==> config.mk <==
export PLATFORM = sky130hd
export DESIGN_NAME = gpcfg_top
export DESIGN_NICKNAME = d
export VERILOG_FILES = /design/src/core/gpcfg_pkg.sv /design/src/core/gpcfg_pad.sv /design/src/core/gpcfg_top.sv
export SDC_FILE = /design/constraint.sdc
export NUM_CORES = 1
export LEC_CHECK = 0
export ABC_AREA = 0
export BUFFER_PORTS_ARGS = -buffer_cell sky130_fd_sc_hd__clkbuf_2
export CAP_MARGIN = 10
export CORE_ASPECT_RATIO = 1.5
export CORE_MARGIN = 2
export CORE_UTILIZATION = 44
export DETAILED_ROUTE_END_ITERATION = 8
export PLACE_DENSITY = 0.78
export SLEW_MARGIN = 20
export SYNTH_ARGS = -nofsm -noshare
export SYNTH_HDL_FRONTEND = slang
export SYNTH_SLANG_ARGS = --single-unit
==> constraint.sdc <==
create_clock -name CLK -period 1.9 [get_ports CLK]
set_clock_uncertainty 0.15 [all_clocks]
set_input_delay 0.095 -clock CLK [delete_from_list [all_inputs] [get_ports CLK]]
set_output_delay 0.095 -clock CLK [all_outputs]
set_load 0.05 [all_outputs]
==> src/core/gpcfg_pkg.sv <==
// package for the eight-pin general-purpose port configuration block
// assumes a single clock domain and a plain register port
package gpcfg_pkg;
  localparam int          GPCFG_NPINS      = 8;
  localparam logic [11:0] GPCFG_CFG_OFFSET = 12'h028;
  localparam int          GPCFG_SEL_LSB    = 24;
  localparam int          GPCFG_DRV_LSB    = 16;
  localparam int          GPCFG_DIR_LSB    = 8;
  localparam int          GPCFG_DAT_LSB    = 0;
  localparam logic [7:0]  GPCFG_SEL_RESET  = 8'hFF;
  localparam logic [7:0]  GPCFG_DRV_RESET  = 8'h00;
  localparam logic [7:0]  GPCFG_DIR_RESET  = 8'h00;

  typedef struct packed {
    logic [7:0] pin_default_function_select;
    logic [7:0] pin_drive_type;
    logic [7:0] pin_direction;
    logic [7:0] pin_data_value;
  } gpcfg_reg_s;

  typedef struct packed {
    logic [7:0] out;
    logic [7:0] oe;
  } gpcfg_pad_s;

  typedef enum logic [1:0] {
    GPCFG_INIT_CAPTURE,
    GPCFG_INIT_SETTLE,
    GPCFG_INIT_RUN
  } gpcfg_init_e;
endpackage

==> src/core/gpcfg_pad.sv <==
// one pin driver: picks the default function or general-purpose drive
// assumes the owner resolves the wire from out and oe
`timescale 1ns/1ps
module gpcfg_pad
  import gpcfg_pkg::*;
(
  input  wire logic gp_sel,
  input  wire logic drv_pp,
  input  wire logic dir_out,
  input  wire logic data,
  input  wire logic mirror_en,
  input  wire logic mirror_val,
  input  wire logic ext_mii,
  output logic      pad_out,
  output logic      pad_oe
);
  always_comb begin
    pad_out = 1'b0;
    pad_oe  = 1'b0;
    if (ext_mii) begin
      // pin belongs to the external mii, not driven here
      pad_out = 1'b0;
      pad_oe  = 1'b0;
    end else if (gp_sel) begin
      pad_out = mirror_val;
      pad_oe  = mirror_en;
    end else if (dir_out) begin
      if (drv_pp) begin
        pad_out = data;
        pad_oe  = 1'b1;
      end else begin
        // open drain only pulls low
        pad_out = 1'b0;
        pad_oe  = ~data;
      end
    end
  end
endmodule

==> src/core/gpcfg_top.sv <==
// configuration register and pin control for eight general-purpose pins
// assumes pins are outside the clock domain and the board resolves pin wires
//
// The strobed register port is this design's own decision.
`timescale 1ns/1ps
// Notes on behaviour
// - a set default-function bit routes its pin to its default function, clear means general use.
// - after reset all default-function bits are one so no pin is general-purpose.
// - a pin not in general use may be driven with a mirrored mii signal when mirroring is on.
// - a set drive-type bit gives push/pull, clear gives open-drain, reset zero.
// - a set direction bit makes an output, clear an input, reset all inputs.
// - on an output pin the written data bit appears on the pin.
// - reading the data field returns the sampled pin levels.
// - the data field after reset takes the levels on the pins at that time.
// - pins are unusable for general use while the strap selects the external mii.
// - a pin is a wake or interrupt source only while it is an input.
// - the register is 32 bits at offset 028h and bit n of each field is pin n.
module gpcfg_top
  import gpcfg_pkg::*;
#(
  parameter int NPINS = GPCFG_NPINS
) (
  input  wire logic             CLK,
  input  wire logic             RESET,
  input  wire logic [11:0]      ADDR,
  input  wire logic [31:0]      WDATA,
  input  wire logic             WR,
  input  wire logic             RD,
  output logic      [31:0]      RDATA,
  input  wire logic [NPINS-1:0] PIN_IN,
  output logic      [NPINS-1:0] PIN_OUT,
  output logic      [NPINS-1:0] PIN_OE,
  input  wire logic [NPINS-1:0] MII_MIRROR_VAL,
  input  wire logic             INTERNAL_MII_MIRROR_ENABLE,
  input  wire logic             PHY_INTERFACE_SELECT_STRAP,
  output logic      [NPINS-1:0] PIN_EVENT_SOURCE,
  output logic      [NPINS-1:0] PIN_EVENT_LEVEL
);
  gpcfg_reg_s        cfg_q;
  logic [NPINS-1:0]  pin_meta_q;
  logic [NPINS-1:0]  pin_sync_q;
  logic              strap_meta_q;
  logic              strap_sync_q;
  logic              ext_mii_q;
  gpcfg_init_e       init_q;
  logic              wr_hit;
  logic              rd_hit;
  gpcfg_pad_s        pad;

  assign wr_hit = WR && (ADDR == GPCFG_CFG_OFFSET);
  assign rd_hit = RD && (ADDR == GPCFG_CFG_OFFSET);

  // pins and strap are asynchronous: two flops before anyone looks
  always_ff @(posedge CLK) begin
    pin_meta_q   <= PIN_IN;
    pin_sync_q   <= pin_meta_q;
    strap_meta_q <= PHY_INTERFACE_SELECT_STRAP;
    strap_sync_q <= strap_meta_q;
  end

  // the strap is latched once the synchroniser has settled after reset
  always_ff @(posedge CLK) begin
    if (RESET) begin
      init_q <= GPCFG_INIT_CAPTURE;
    end else begin
      case (init_q)
        GPCFG_INIT_CAPTURE: init_q <= GPCFG_INIT_SETTLE;
        GPCFG_INIT_SETTLE:  init_q <= GPCFG_INIT_RUN;
        GPCFG_INIT_RUN:     init_q <= GPCFG_INIT_RUN;
        default:            init_q <= GPCFG_INIT_CAPTURE;
      endcase
    end
  end

  always_ff @(posedge CLK) begin
    if (RESET) begin
      ext_mii_q <= 1'b0;
    end else if (init_q == GPCFG_INIT_SETTLE) begin
      ext_mii_q <= strap_sync_q;
    end
  end

  always_ff @(posedge CLK) begin
    if (RESET) begin
      cfg_q.pin_default_function_select <= GPCFG_SEL_RESET;
      cfg_q.pin_drive_type              <= GPCFG_DRV_RESET;
      cfg_q.pin_direction               <= GPCFG_DIR_RESET;
    end else if (wr_hit) begin
      cfg_q.pin_default_function_select <= WDATA[GPCFG_SEL_LSB +: 8];
      cfg_q.pin_drive_type              <= WDATA[GPCFG_DRV_LSB +: 8];
      cfg_q.pin_direction               <= WDATA[GPCFG_DIR_LSB +: 8];
    end
  end

  // data latch starts as the pin levels so releasing an output keeps its level
  always_ff @(posedge CLK) begin
    if (RESET) begin
      cfg_q.pin_data_value <= 8'h00;
    end else if (wr_hit) begin
      cfg_q.pin_data_value <= WDATA[GPCFG_DAT_LSB +: 8];
    end else if (init_q == GPCFG_INIT_SETTLE) begin
      cfg_q.pin_data_value <= pin_sync_q;
    end
  end

  always_ff @(posedge CLK) begin
    if (RESET) begin
      RDATA <= 32'h0000_0000;
    end else if (rd_hit) begin
      RDATA <= {cfg_q.pin_default_function_select, cfg_q.pin_drive_type,
                cfg_q.pin_direction, pin_sync_q};
    end else begin
      RDATA <= 32'h0000_0000;
    end
  end

  genvar g;
  generate
    for (g = 0; g < NPINS; g++) begin : g_pad
      gpcfg_pad u_pad (
        .gp_sel     (cfg_q.pin_default_function_select[g]),
        .drv_pp     (cfg_q.pin_drive_type[g]),
        .dir_out    (cfg_q.pin_direction[g]),
        .data       (cfg_q.pin_data_value[g]),
        .mirror_en  (INTERNAL_MII_MIRROR_ENABLE),
        .mirror_val (MII_MIRROR_VAL[g]),
        .ext_mii    (ext_mii_q),
        .pad_out    (pad.out[g]),
        .pad_oe     (pad.oe[g])
      );
    end
  endgenerate

  assign PIN_OUT = pad.out;
  assign PIN_OE  = pad.oe;

  // wake logic outside must still apply its own enable and polarity
  always_ff @(posedge CLK) begin
    if (RESET) begin
      PIN_EVENT_SOURCE <= '0;
      PIN_EVENT_LEVEL  <= '0;
    end else begin
      PIN_EVENT_SOURCE <= ~cfg_q.pin_direction & ~cfg_q.pin_default_function_select
                          & {NPINS{~ext_mii_q}};
      PIN_EVENT_LEVEL  <= pin_sync_q;
    end
  end

  a_read_pins : assert property (@(posedge CLK) disable iff (RESET)
    rd_hit |=> RDATA[7:0] == $past(pin_sync_q))
    else $error("read data does not show pin levels");
  a_reset_sel : assert property (@(posedge CLK)
    $fell(RESET) |-> cfg_q.pin_default_function_select == 8'hFF)
    else $error("select field not all ones after reset");
  a_reset_dir : assert property (@(posedge CLK)
    $fell(RESET) |-> cfg_q.pin_direction == 8'h00 && cfg_q.pin_drive_type == 8'h00)
    else $error("direction or drive type not zero after reset");
  a_write_cfg : assert property (@(posedge CLK) disable iff (RESET)
    wr_hit |=> cfg_q.pin_direction == $past(WDATA[15:8]))
    else $error("direction field not written");
  a_pp_drive : assert property (@(posedge CLK) disable iff (RESET)
    !ext_mii_q && !cfg_q.pin_default_function_select[0] && cfg_q.pin_direction[0]
    && cfg_q.pin_drive_type[0] |-> PIN_OE[0] && PIN_OUT[0] == cfg_q.pin_data_value[0])
    else $error("push pull pin not driving data");
  a_od_drive : assert property (@(posedge CLK) disable iff (RESET)
    !ext_mii_q && !cfg_q.pin_default_function_select[1] && cfg_q.pin_direction[1]
    && !cfg_q.pin_drive_type[1] |-> !PIN_OUT[1] && PIN_OE[1] == !cfg_q.pin_data_value[1])
    else $error("open drain pin wrong");
  a_ext_mii : assert property (@(posedge CLK) disable iff (RESET)
    ext_mii_q |-> PIN_OE == '0)
    else $error("pin driven in external mii mode");
  a_input_oe : assert property (@(posedge CLK) disable iff (RESET)
    !cfg_q.pin_default_function_select[2] && !cfg_q.pin_direction[2] |-> !PIN_OE[2])
    else $error("input pin driven");
  a_event_src : assert property (@(posedge CLK) disable iff (RESET)
    PIN_EVENT_SOURCE[3] |-> $past(!cfg_q.pin_direction[3]))
    else $error("output pin flagged as event source");
  a_data_init : assert property (@(posedge CLK) disable iff (RESET)
    init_q == GPCFG_INIT_SETTLE && !wr_hit |=> cfg_q.pin_data_value == $past(pin_sync_q))
    else $error("data field not loaded from pins");
  a_mirror : assert property (@(posedge CLK) disable iff (RESET)
    !ext_mii_q && cfg_q.pin_default_function_select[4] && INTERNAL_MII_MIRROR_ENABLE
    |-> PIN_OE[4] && PIN_OUT[4] == MII_MIRROR_VAL[4])
    else $error("mirror not driven");

  // field by field against the package layout, so a swapped slice shows up
  a_write_sel : assert property (@(posedge CLK) disable iff (RESET)
    wr_hit
    |=> cfg_q.pin_default_function_select == $past(WDATA[GPCFG_SEL_LSB +: 8]))
    else $error("select field not written");

  a_write_drv : assert property (@(posedge CLK) disable iff (RESET)
    wr_hit
    |=> cfg_q.pin_drive_type == $past(WDATA[GPCFG_DRV_LSB +: 8]))
    else $error("drive type field not written");

  a_write_data : assert property (@(posedge CLK) disable iff (RESET)
    wr_hit
    |=> cfg_q.pin_data_value == $past(WDATA[GPCFG_DAT_LSB +: 8]))
    else $error("data field not written");

  a_cfg_hold : assert property (@(posedge CLK) disable iff (RESET)
    !wr_hit
    |=> $stable({cfg_q.pin_default_function_select, cfg_q.pin_drive_type,
                 cfg_q.pin_direction}))
    else $error("config changed without a write");

  a_unmapped_wr : assert property (@(posedge CLK) disable iff (RESET)
    WR && ADDR != GPCFG_CFG_OFFSET
    |=> $stable({cfg_q.pin_default_function_select, cfg_q.pin_drive_type,
                 cfg_q.pin_direction}))
    else $error("unmapped write changed config");

  a_read_fields : assert property (@(posedge CLK) disable iff (RESET)
    rd_hit
    |=> RDATA[31:8] == $past({cfg_q.pin_default_function_select, cfg_q.pin_drive_type,
                              cfg_q.pin_direction}))
    else $error("read fields out of place");

  a_unmapped_rd : assert property (@(posedge CLK) disable iff (RESET)
    RD && ADDR != GPCFG_CFG_OFFSET
    |=> RDATA == 32'h0000_0000)
    else $error("unmapped read not zero");

  a_idle_rdata : assert property (@(posedge CLK) disable iff (RESET)
    !rd_hit
    |=> RDATA == 32'h0000_0000)
    else $error("read data held past its cycle");

  a_reset_rdata : assert property (@(posedge CLK)
    RESET
    |=> RDATA == 32'h0000_0000)
    else $error("read data not cleared by reset");

  a_reset_evt : assert property (@(posedge CLK)
    RESET
    |=> PIN_EVENT_SOURCE == '0)
    else $error("event sources not cleared by reset");

  a_init_walk : assert property (@(posedge CLK)
    $fell(RESET)
    |-> init_q == GPCFG_INIT_CAPTURE
    ##1 init_q == GPCFG_INIT_SETTLE ##1 init_q == GPCFG_INIT_RUN)
    else $error("start-up sequence out of order");

  a_strap_load : assert property (@(posedge CLK) disable iff (RESET)
    init_q == GPCFG_INIT_SETTLE
    |=> ext_mii_q == $past(strap_sync_q))
    else $error("strap not latched after reset");

  a_strap_hold : assert property (@(posedge CLK) disable iff (RESET)
    init_q == GPCFG_INIT_RUN
    |=> $stable(ext_mii_q))
    else $error("strap changed while running");

  a_event_ext : assert property (@(posedge CLK) disable iff (RESET)
    ext_mii_q
    |=> PIN_EVENT_SOURCE == '0)
    else $error("event source in external mii mode");

  a_event_level : assert property (@(posedge CLK) disable iff (RESET)
    1'b1
    |=> PIN_EVENT_LEVEL == $past(pin_sync_q))
    else $error("event level not the synced pin");

  // the same pad checks on every pin, since bit n of each field is pin n
  generate
    for (g = 0; g < NPINS; g++) begin : g_chk
      a_pin_pp : assert property (@(posedge CLK) disable iff (RESET)
        !ext_mii_q && !cfg_q.pin_default_function_select[g] && cfg_q.pin_direction[g]
        && cfg_q.pin_drive_type[g] |-> PIN_OE[g] && PIN_OUT[g] == cfg_q.pin_data_value[g])
        else $error("push pull pin not driving data");

      a_pin_od : assert property (@(posedge CLK) disable iff (RESET)
        !ext_mii_q && !cfg_q.pin_default_function_select[g] && cfg_q.pin_direction[g]
        && !cfg_q.pin_drive_type[g] |-> !PIN_OUT[g] && PIN_OE[g] == !cfg_q.pin_data_value[g])
        else $error("open drain pin wrong");

      a_pin_input : assert property (@(posedge CLK) disable iff (RESET)
        !cfg_q.pin_default_function_select[g] && !cfg_q.pin_direction[g]
        |-> !PIN_OE[g])
        else $error("input pin driven");

      a_pin_mirror : assert property (@(posedge CLK) disable iff (RESET)
        !ext_mii_q && cfg_q.pin_default_function_select[g] && INTERNAL_MII_MIRROR_ENABLE
        |-> PIN_OE[g] && PIN_OUT[g] == MII_MIRROR_VAL[g])
        else $error("mirror not driven");

      a_pin_release : assert property (@(posedge CLK) disable iff (RESET)
        cfg_q.pin_default_function_select[g] && !INTERNAL_MII_MIRROR_ENABLE
        |-> !PIN_OE[g])
        else $error("default function pin driven without mirror");

      a_pin_event : assert property (@(posedge CLK) disable iff (RESET)
        PIN_EVENT_SOURCE[g]
        |-> $past(!cfg_q.pin_direction[g] && !cfg_q.pin_default_function_select[g]))
        else $error("pin flagged as event source while not a general input");
    end
  endgenerate

  c_write : cover property (@(posedge CLK) disable iff (RESET) wr_hit);
  c_read  : cover property (@(posedge CLK) disable iff (RESET) rd_hit ##1 RD);
  c_od    : cover property (@(posedge CLK) disable iff (RESET)
    cfg_q.pin_direction[1] && !cfg_q.pin_drive_type[1] && !cfg_q.pin_default_function_select[1]);
  c_evt   : cover property (@(posedge CLK) disable iff (RESET) PIN_EVENT_SOURCE != '0);
  c_mirror : cover property (@(posedge CLK) disable iff (RESET)
    !ext_mii_q && INTERNAL_MII_MIRROR_ENABLE && cfg_q.pin_default_function_select != '0);
endmodule

* Yosys cells after proc, flatten, opt, wreduce, memory -nomap -nowiden
Cells that the tools add are included.
** Cells by class
- Reductions and logical operators :: 6
- Bitwise logic cells :: 14
- Equality and inequality tests :: 3
- Mux-type cells :: 67
** Operator list (number)
- two-way mux 1 bit :: 64
- AND 8 bit :: 2
- two-way mux 8 bit :: 2
- inverter 8 bit :: 2
- == test 12 x 6 -> 1 bit, second input constant :: 1
- inverter 1 bit :: 10
- case mux 2 bit (2 select lines) :: 1
- OR reduction 2 bit :: 2
- == test 2 x 1 -> 1 bit, second input constant :: 1
- == test 2 bit, second input constant :: 1
- logical AND 1 bit :: 2
- zero test 2 bit :: 1
- nonzero test 2 bit :: 1
** Word-level totals
- Input bits :: 66
- Output and inout port bits :: 64
- Bits in registers :: 101
- Logic and storage cells :: 103

* Logic depth before layout (Yosys ltp)
Gate-level depths: netlist of run 1.
- Depth in word-level cells :: 5
- Mapped depth :: 6

* Cells and area by module
Synthesis of run 1 repeated with hierarchy kept, for this count alone.
** Unflattened totals
- Cells, all modules :: 341
- Area, all modules :: 3565.9 um^2
** Modules (own cells, without submodules)
- gpcfg_top :: cells an instance 285, times used 1, area each 3275.6 um^2
- gpcfg_pad :: cells an instance 7, times used 8, area each 36.3 um^2

* Least setup slack after synthesis of run 1
OpenSTA, ideal clock, no wires.
- Path kind :: input to register
- Start :: input ADDR[9]
- End :: register cfg_q[7] in the netlist's numbering
- Slack :: 0.035 ns
- Stages :: 4
- Arrival time :: 1.594 ns
- Library setup time :: 0.121 ns
- Cells stage by stage :: or4_1 -> nor4_4 -> buf_6 -> mux2_2
** Between the ends
- Longest elaborated chain between the ends :: 3
** RTL lines
- start: declaration :: RTL line gpcfg_top.sv:25 : input wire logic [11:0] ADDR,
- == test 12 x 6 -> 1 bit * :: RTL line gpcfg_top.sv:50 : assign wr_hit = WR && (ADDR == GPCFG_CFG_OFFSET);
- logical AND 1 bit * :: RTL line gpcfg_top.sv:50
- two-way mux 8 bit or nonzero test 2 bit (tied branches)
- end: declaration :: RTL line gpcfg_top.sv:39 : gpcfg_reg_s cfg_q;
Mark *: on every way between the ends. The rest lies on a longest branch, timed or not.
A chain may end at the register's enable or synchronous reset.

* Worst setup path in the final report of run 1
- Start :: register ext_mii_q
- End :: output PIN_OE[1]
** Between the ends
- Longest elaborated chain between the ends :: 1
** RTL lines
- start: declaration :: RTL line gpcfg_top.sv:44 : logic ext_mii_q;
- start signal: assignment :: RTL line gpcfg_top.sv:79 : ext_mii_q <= strap_sync_q;
- two-way mux 1 bit :: RTL line gpcfg_pad.sv:20 : if (ext_mii) begin
- end: declaration :: RTL line gpcfg_top.sv:32 : output logic [NPINS-1:0] PIN_OE,
Every way passes these cells.

==> implementation parameters, run 1 <==
Parameter                              Value

Status
  Status    finished, final reports clean

Timing
  Tcrit/Tclk final    93.3%
  Hold_ws    0.0228 ns
  RSZ-0062 raised after global routing    no
  Fin crit period    1.77 ns
  Achievable frequency    564 MHz
  Slew Viols, Final    0
  Final Hold Violating Endpoints    0
  Transition time of the tightest slew-check pin    0.535 ns
  # setup viols final    0
  Max-slew headroom    64.3%
  Worst Slack Setup Final    0.127 ns

Final layout
  Number of diodes added for antenna fixing    0
  Area added between synthesis and finish    38.3%
  Final design utilization    62.0%
  Layout cells sized above 1    30.5%
  Non-Filler Cell Area, Final    5150 um2
  Layout Nets    588

Power and ir drop
  Cell leakage power    2.29 nW
  Tot Pwr    4.50 mW
  Power density over cell area    874 nW/um2
  Largest voltage drop on the vdd net    0.753 mV

Global route
  Number of global-route vias before repair    2899
  Largest net degree at the start of global routing    52
  GR Util All Layers    20.2%
  Grt ovf    0
  Wire length of the first global-routing pass    13900 um
  Number of antenna violations at the first check in global routing    0

Die
  Top-Level Pins    130
  Vert. Die Dim    117 um
  Overall die width    79.1 um
  Cell Rows    41
  Overall die area    9240 um2
  Initial Utilization    44.8%
  Core ar.    8310 um2

Routing
  First-pass detailed-route iteration total    4
  DRC violation total after the first TritonRoute iteration    170
  Via Count    2981
  Vias per inst    4.72
  Number of design rule violations left after detail routing    0
  Post-detailed-route count of antenna-violating nets    0
  Final wirelength    9110 um
  Per-cell routed wire length    14.4 um

Synth
  Library cell with the largest summed area after synthesis    sky130_fd_sc_hd__dfxtp_1
  Mapped cell area    3730 um2
  Number of distinct library cells after synthesis    23
  Leading cell types by total area after synthesis    sky130_fd_sc_hd__dfxtp_1 54%, sky130_fd_sc_hd__mux2i_1 8.9%, sky130_fd_sc_hd__nand2b_1 6.9%
  Net count of the mapped netlist    428
  Part of the Yosys area used for sequential elements    54.3%
  Synthesized netlist cell count    360
  Post-synthesis sequential element count    101
  Yosys top cell area share    54.3%
  Synthesized area per cell    10.4 um2
  Number of synthesis warnings    0

Placed design
  Half-perimeter wire length after detailed placement    6330 um
  Placed cell area    4460 um2
  Placement Setup Slack    -0.0277 ns
  Placer Congestion    0.811
  Port Buf Inserts    129

Clock tree
  Clock network latency to the later pin of the worst-skew pair    0.34 ns
  CTS Root Cell    sky130_fd_sc_hd__clkbuf_16
  Number of sinks handled by clock tree synthesis    101
  CTS Buf Count    9
  Clk buf depth    2
  Clock edge transition at the registers on the reported setup and hold paths    0.06 ns
  Clock H-tree levels    3
  CTS tree    built

Worst setup path
  Crit Path Class    reg -> out
  Kind of cell adding the most delay to the critical path    buffers and inverters
  Buffering stage count on the worst path with inverters included    2
  Sort of element at the end of the critical path    output pin
  Data required, critical path    1.65 ns
  Critical path fanouts, max    12
  Critical-path cell with the highest stage delay    sky130_fd_sc_hd__dfxtp_1
  Maximum cell stage delay along the critical path    0.47 ns
  Sort of element at the start of the critical path    register
  CP Data Arrival Time    1.53 ns
  Sequence of cells on the critical path    buf_4 -> a21oi_1 -> clkbuf_2

Run
  Max-cap viol count    0

Min path
  Tightest Hold Check Type    in -> reg
==> cells in the final DEF (no fill, tap or decap) <==
| cell type | Yosys | final |
|---|---|---|
| sky130_fd_sc_hd__mux2i_1 | 33 | 33 |
| sky130_fd_sc_hd__mux2_2 | 3 | 3 |
| sky130_fd_sc_hd__nand3b_1 | 8 | 8 |
| sky130_fd_sc_hd__nor2b_1 | 18 | 18 |
| sky130_fd_sc_hd__a21oi_1 | 16 | 16 |
| sky130_fd_sc_hd__or2_1 | 1 | 1 |
| sky130_fd_sc_hd__inv_1 | 3 | 3 |
| sky130_fd_sc_hd__clkbuf_2 | 0 | 129 |
| sky130_fd_sc_hd__clkbuf_16 | 0 | 9 |
| sky130_fd_sc_hd__clkinv_2 | 0 | 1 |
| sky130_fd_sc_hd__mux2_1 | 5 | 5 |
| sky130_fd_sc_hd__or4_1 | 1 | 1 |
| sky130_fd_sc_hd__dlygate4sd3_1 | 0 | 42 |
| sky130_fd_sc_hd__nor4_4 | 1 | 2 |
| sky130_fd_sc_hd__clkbuf_1 | 16 | 2 |
| sky130_fd_sc_hd__nand2_1 | 16 | 16 |
| sky130_fd_sc_hd__or4b_1 | 2 | 2 |
| sky130_fd_sc_hd__nor3_1 | 8 | 8 |
| sky130_fd_sc_hd__ha_1 | 2 | 2 |
| sky130_fd_sc_hd__and2_1 | 32 | 32 |
| sky130_fd_sc_hd__nand2b_1 | 41 | 41 |
| sky130_fd_sc_hd__clkbuf_8 | 0 | 3 |
| sky130_fd_sc_hd__dfxtp_1 | 101 | 101 |
| sky130_fd_sc_hd__buf_4 | 18 | 9 |
| sky130_fd_sc_hd__buf_12 | 0 | 4 |
| sky130_fd_sc_hd__nor2_1 | 25 | 25 |
| sky130_fd_sc_hd__nand4b_1 | 8 | 8 |
==> cell families (layout without fill, tap and decap cells) <==
family | after synthesis | count (layout) | synth area share [%]
DFF | 101 | 101 | 54.3
AOI/OAI and AO/OA | 16 | 16 | 2.15
muxes | 41 | 41 | 11.3
adders and majority gates | 2 | 2 | 0.671
buffers and inverters | 38 | 202 | 5.84
and+or+nand+nor | 162 | 162 | 25.8
==> tightest hold or removal path, cell delays in order <==
cell and delay (ns):
sky130_fd_sc_hd__clkbuf_2 0.17, sky130_fd_sc_hd__nand2b_1 0.14, sky130_fd_sc_hd__mux2i_1 0.06
==> worst paths after layout <==
kind | depth (start not counted) | slack, ns | from | to
worst max-delay path | 3 | 0.13 | ext_mii_q | PIN_OE[1]
worst min-delay path | 3 | 0.02 | RESET | cfg_q[17]
worst min register to register | 0 | 0.18 | strap_meta_q | strap_sync_q
worst max register to register | 6 | 0.28 | init_q[1] | cfg_q[3]
==> repair_timing <==
action,CTS,global route
endpoints found under the hold margin,41,0
setup buffers,0,0
gates resized for setup,0,0
hold buffers,42,0
==> Yosys cell counts <==
library cell,count
sky130_fd_sc_hd__mux2_1,5
sky130_fd_sc_hd__nor2b_1,18
sky130_fd_sc_hd__inv_1,3
sky130_fd_sc_hd__a21oi_1,16
sky130_fd_sc_hd__nor4_2,1
sky130_fd_sc_hd__clkbuf_1,16
sky130_fd_sc_hd__or2_1,1
sky130_fd_sc_hd__nor3_1,8
sky130_fd_sc_hd__buf_4,18
sky130_fd_sc_hd__mux2i_1,33
sky130_fd_sc_hd__and2_1,32
sky130_fd_sc_hd__buf_6,1
sky130_fd_sc_hd__dfxtp_1,101
sky130_fd_sc_hd__or4_1,1
sky130_fd_sc_hd__nand3b_1,8
sky130_fd_sc_hd__mux2_2,3
sky130_fd_sc_hd__nor2_1,25
sky130_fd_sc_hd__or4b_1,2
sky130_fd_sc_hd__ha_1,2
sky130_fd_sc_hd__nand2_1,16
sky130_fd_sc_hd__nand2b_1,41
sky130_fd_sc_hd__nand4b_1,8
sky130_fd_sc_hd__nor4_4,1
==> per-stage QoR <==
step / TNS, ns / std cells
after floorplan: 0 / 360
after detailed placement: -0.129 / 574
after global routing: 0 / 631
after CTS: 0 / 631
after global placement: 0 / 574
final: 0 / 631
==> layout make-up <==
type | count | area [um2]
fillers | 718 | 3160
flip-flops and latches | 101 | 2020
multi-input cells | 221 | 1500
repair buffers | 184 | 1210
clock buffers | 14 | 274
well taps | 107 | 134
inverters | 3 | 11.3
clock inverters | 1 | 5.00
==> power breakdown <==
| part | total (mW) | switching [mW] | internal [mW] | leakage, nW |
|---|---|---|---|---|
| sequential | 2.22 | 0.0435 | 2.18 | 0.824 |
| combinational | 0.575 | 0.322 | 0.253 | 1.33 |
| clock | 1.71 | 0.723 | 0.987 | 0.139 |
==> metal layers <==
layer  wire (um)  GRT usage (%)
met1        3700           22.0
met2        4630           35.7
met3         422           5.02
met4         351           10.9
met5           0              0
==> flip-flops by register name (all words and copies together), names as in the netlist, 2 cells and up <==
name              cells
RDATA                32
cfg_q                32
PIN_EVENT_LEVEL       8
PIN_EVENT_SOURCE      8
pin_meta_q            8
pin_sync_q            8
init_q                2
(Power assumes the default switching activity.)
==> inputs of run 2 (changes only) <==
Settings changed: RECOVER_POWER set to 100, SLEW_MARGIN 20 to not set.
==> implementation parameters, run 2 (synthesis gave the netlist of run 1 again) <==
Parameter                              Value

Placed design
  Half-perimeter wire length after detailed placement    6330 um
  Port Buf Inserts    129
  Total placed cells including tap cells    574
  Placement Setup Slack    -0.0277 ns
  Placer Congestion    0.811

Routing
  Number of design rule violations left after detail routing    0
  DRC violation total after the first TritonRoute iteration    176
  First-pass detailed-route iteration total    4
  Per-cell routed wire length    14.4 um
  Vias per inst    4.72
  Via Count    2980
  Post-detailed-route count of antenna-violating nets    0
  Final wirelength    9100 um

Global route
  Grt ovf    0
  Number of antenna violations at the first check in global routing    0
  Number of global-route vias before repair    2899
  GR Util All Layers    20.2%
  Largest net degree at the start of global routing    52
  Wire length of the first global-routing pass    13900 um

Power and ir drop
  Power density over cell area    889 nW/um2
  Cell leakage power    2.11 nW
  Part of the power in combinational logic    12.7%
  Clock Power Share    38.0%
  Share of power burned in registers    49.3%
  Tot Pwr    4.50 mW
  Largest voltage drop on the vdd net    0.754 mV
  Internal cell power    3.41 mW
  Switching power of the nets    1.09 mW
  Switching Share    24.1%

Die
  Core ar.    8310 um2
  Vert. Die Dim    117 um
  Initial Utilization    44.8%
  Overall die width    79.1 um
  Overall die area    9240 um2
  Cell Rows    41
  Top-Level Pins    130

Final layout
  Number of diodes added for antenna fixing    0
  Layout cells sized above 1    21.0%
  Multi-input gate area in the final layout    1480 um2
  Commonest cells after routing, fill and taps aside    101 x sky130_fd_sc_hd__dfxtp_1, 83 x sky130_fd_sc_hd__clkbuf_2, 51 x sky130_fd_sc_hd__clkbuf_1, 42 x sky130_fd_sc_hd__dlygate4sd3_1, 41 x sky130_fd_sc_hd__nand2b_1
  Leading cell type in the layout, fill and taps excluded    sky130_fd_sc_hd__dfxtp_1
  Seq. cell area    2020 um2
  Number of cells in the finished layout apart from fillers    631
  Fillers    754
  Layout Nets    588
  Area added between synthesis and finish    35.8%
  Leading registers by flop count    RDATA (32), cfg_q (32)

Timing
  Slew Viols, Final    0
  Achievable frequency    560 MHz
  Max-slew headroom    57.5%
  Hold_ws    0.0195 ns
  RSZ-0062 raised after global routing    no
  Worst Slack Setup Final    0.114 ns
  Tcrit/Tclk final    94.0%
  Transition time of the tightest slew-check pin    0.640 ns
  Fin crit period    1.79 ns
  Final Hold Violating Endpoints    0
  # setup viols final    0

Worst setup path
  Critical-path cell with the highest stage delay    sky130_fd_sc_hd__dfxtp_1
  Crit Path Class    reg -> out
  Sort of element at the start of the critical path    register
  Maximum cell stage delay along the critical path    0.47 ns
  Data required, critical path    1.65 ns
  Critical path fanouts, max    12
  Sequence of cells on the critical path    buf_4 -> a21oi_1 -> clkbuf_2
  Sort of element at the end of the critical path    output pin
  CP Data Arrival Time    1.54 ns

Min path
  Tightest Hold Check Type    in -> reg

Run
  Max-cap viol count    0

Clock tree
  Number of sinks handled by clock tree synthesis    101
  Clock H-tree levels    3
  Clk buf depth    2
  CTS tree    built
  Post-CTS Setup Inserts    0
  CTS Root Cell    sky130_fd_sc_hd__clkbuf_16
  Clock network latency to the later pin of the worst-skew pair    0.34 ns
  Clock edge transition at the registers on the reported setup and hold paths    0.06 ns
  CTS Buf Count    9

Status
  Status    finished, final reports clean
run 2: cell count changes in the layout (fill, tap and decap cells not counted), sizes merged:
cell and change:
buf -3, clkbuf +3
run 2: per-layer routing:
| metal | GRT usage [%] | wire length (um) | vias to the layer above |
|---|---|---|---|
| met5 | 0 | 0 | - |
| met4 | 10.9 | 329 | 0 |
| met3 | 5.02 | 453 | 20 |
| met2 | 35.7 | 4650 | 99 |
| met1 | 22.0 | 3670 | 1391 |
| li1 | - | - | 1470 |
run 2: power by group through the flow:
stage                     Clock (mW)  Sequential [mW]  Combinational [mW]
after floorplan                    0             2.28               0.354
after global placement             0             2.26               0.496
after detailed placement           0             2.27               0.505
after CTS                       1.75             2.22               0.575
after global routing            1.85             2.23               0.612
final                           1.71             2.22               0.570
run 2: metrics by stage:
stage / instance area (um2) / TNS, ns / util (%)
2_1_floorplan: 3730 / 0 / -
3_3_place_gp: 4460 / 0 / 53.6
3_5_place_dp: 4460 / -0.129 / 53.6
4_1_cts: 5150 / 0 / 62.0
5_1_grt: 5060 / 0 / 60.9
6_report: 5060 / 0 / 60.9
run 2: final cells by class:
cell class	instances	area share [%]
sequential	101	40.0
multi-input combinational	221	29.3
timing repair buffer	184	22.4
clock buffer	14	5.42
tap	107	2.65
inverter	3	0.223
clock inverter	1	0.0989
run 2: timing repair:
item	4_1_cts	5_1_grt
gates resized for setup	0	0
hold buffers	42	0
endpoints found under the hold margin	41	0
run 2: worst max-delay path: cells and delay by family (launching register included):
family / cells / cell delay (ns)
buffers and inverters: 2 / 0.55
AOI/OAI and AO/OA: 1 / 0.18
DFF: 1 / 0.47
run 2: path summary, 6_finish.rpt:
kind,cells past startpoint,end,slack [ns],start
worst max-delay path,3,PIN_OUT[7],0.11,ext_mii_q
worst min-delay path,3,cfg_q[17],0.02,RESET
worst max register to register,2,PIN_EVENT_SOURCE[3],0.27,ext_mii_q
worst min register to register,0,strap_sync_q,0.18,strap_meta_q
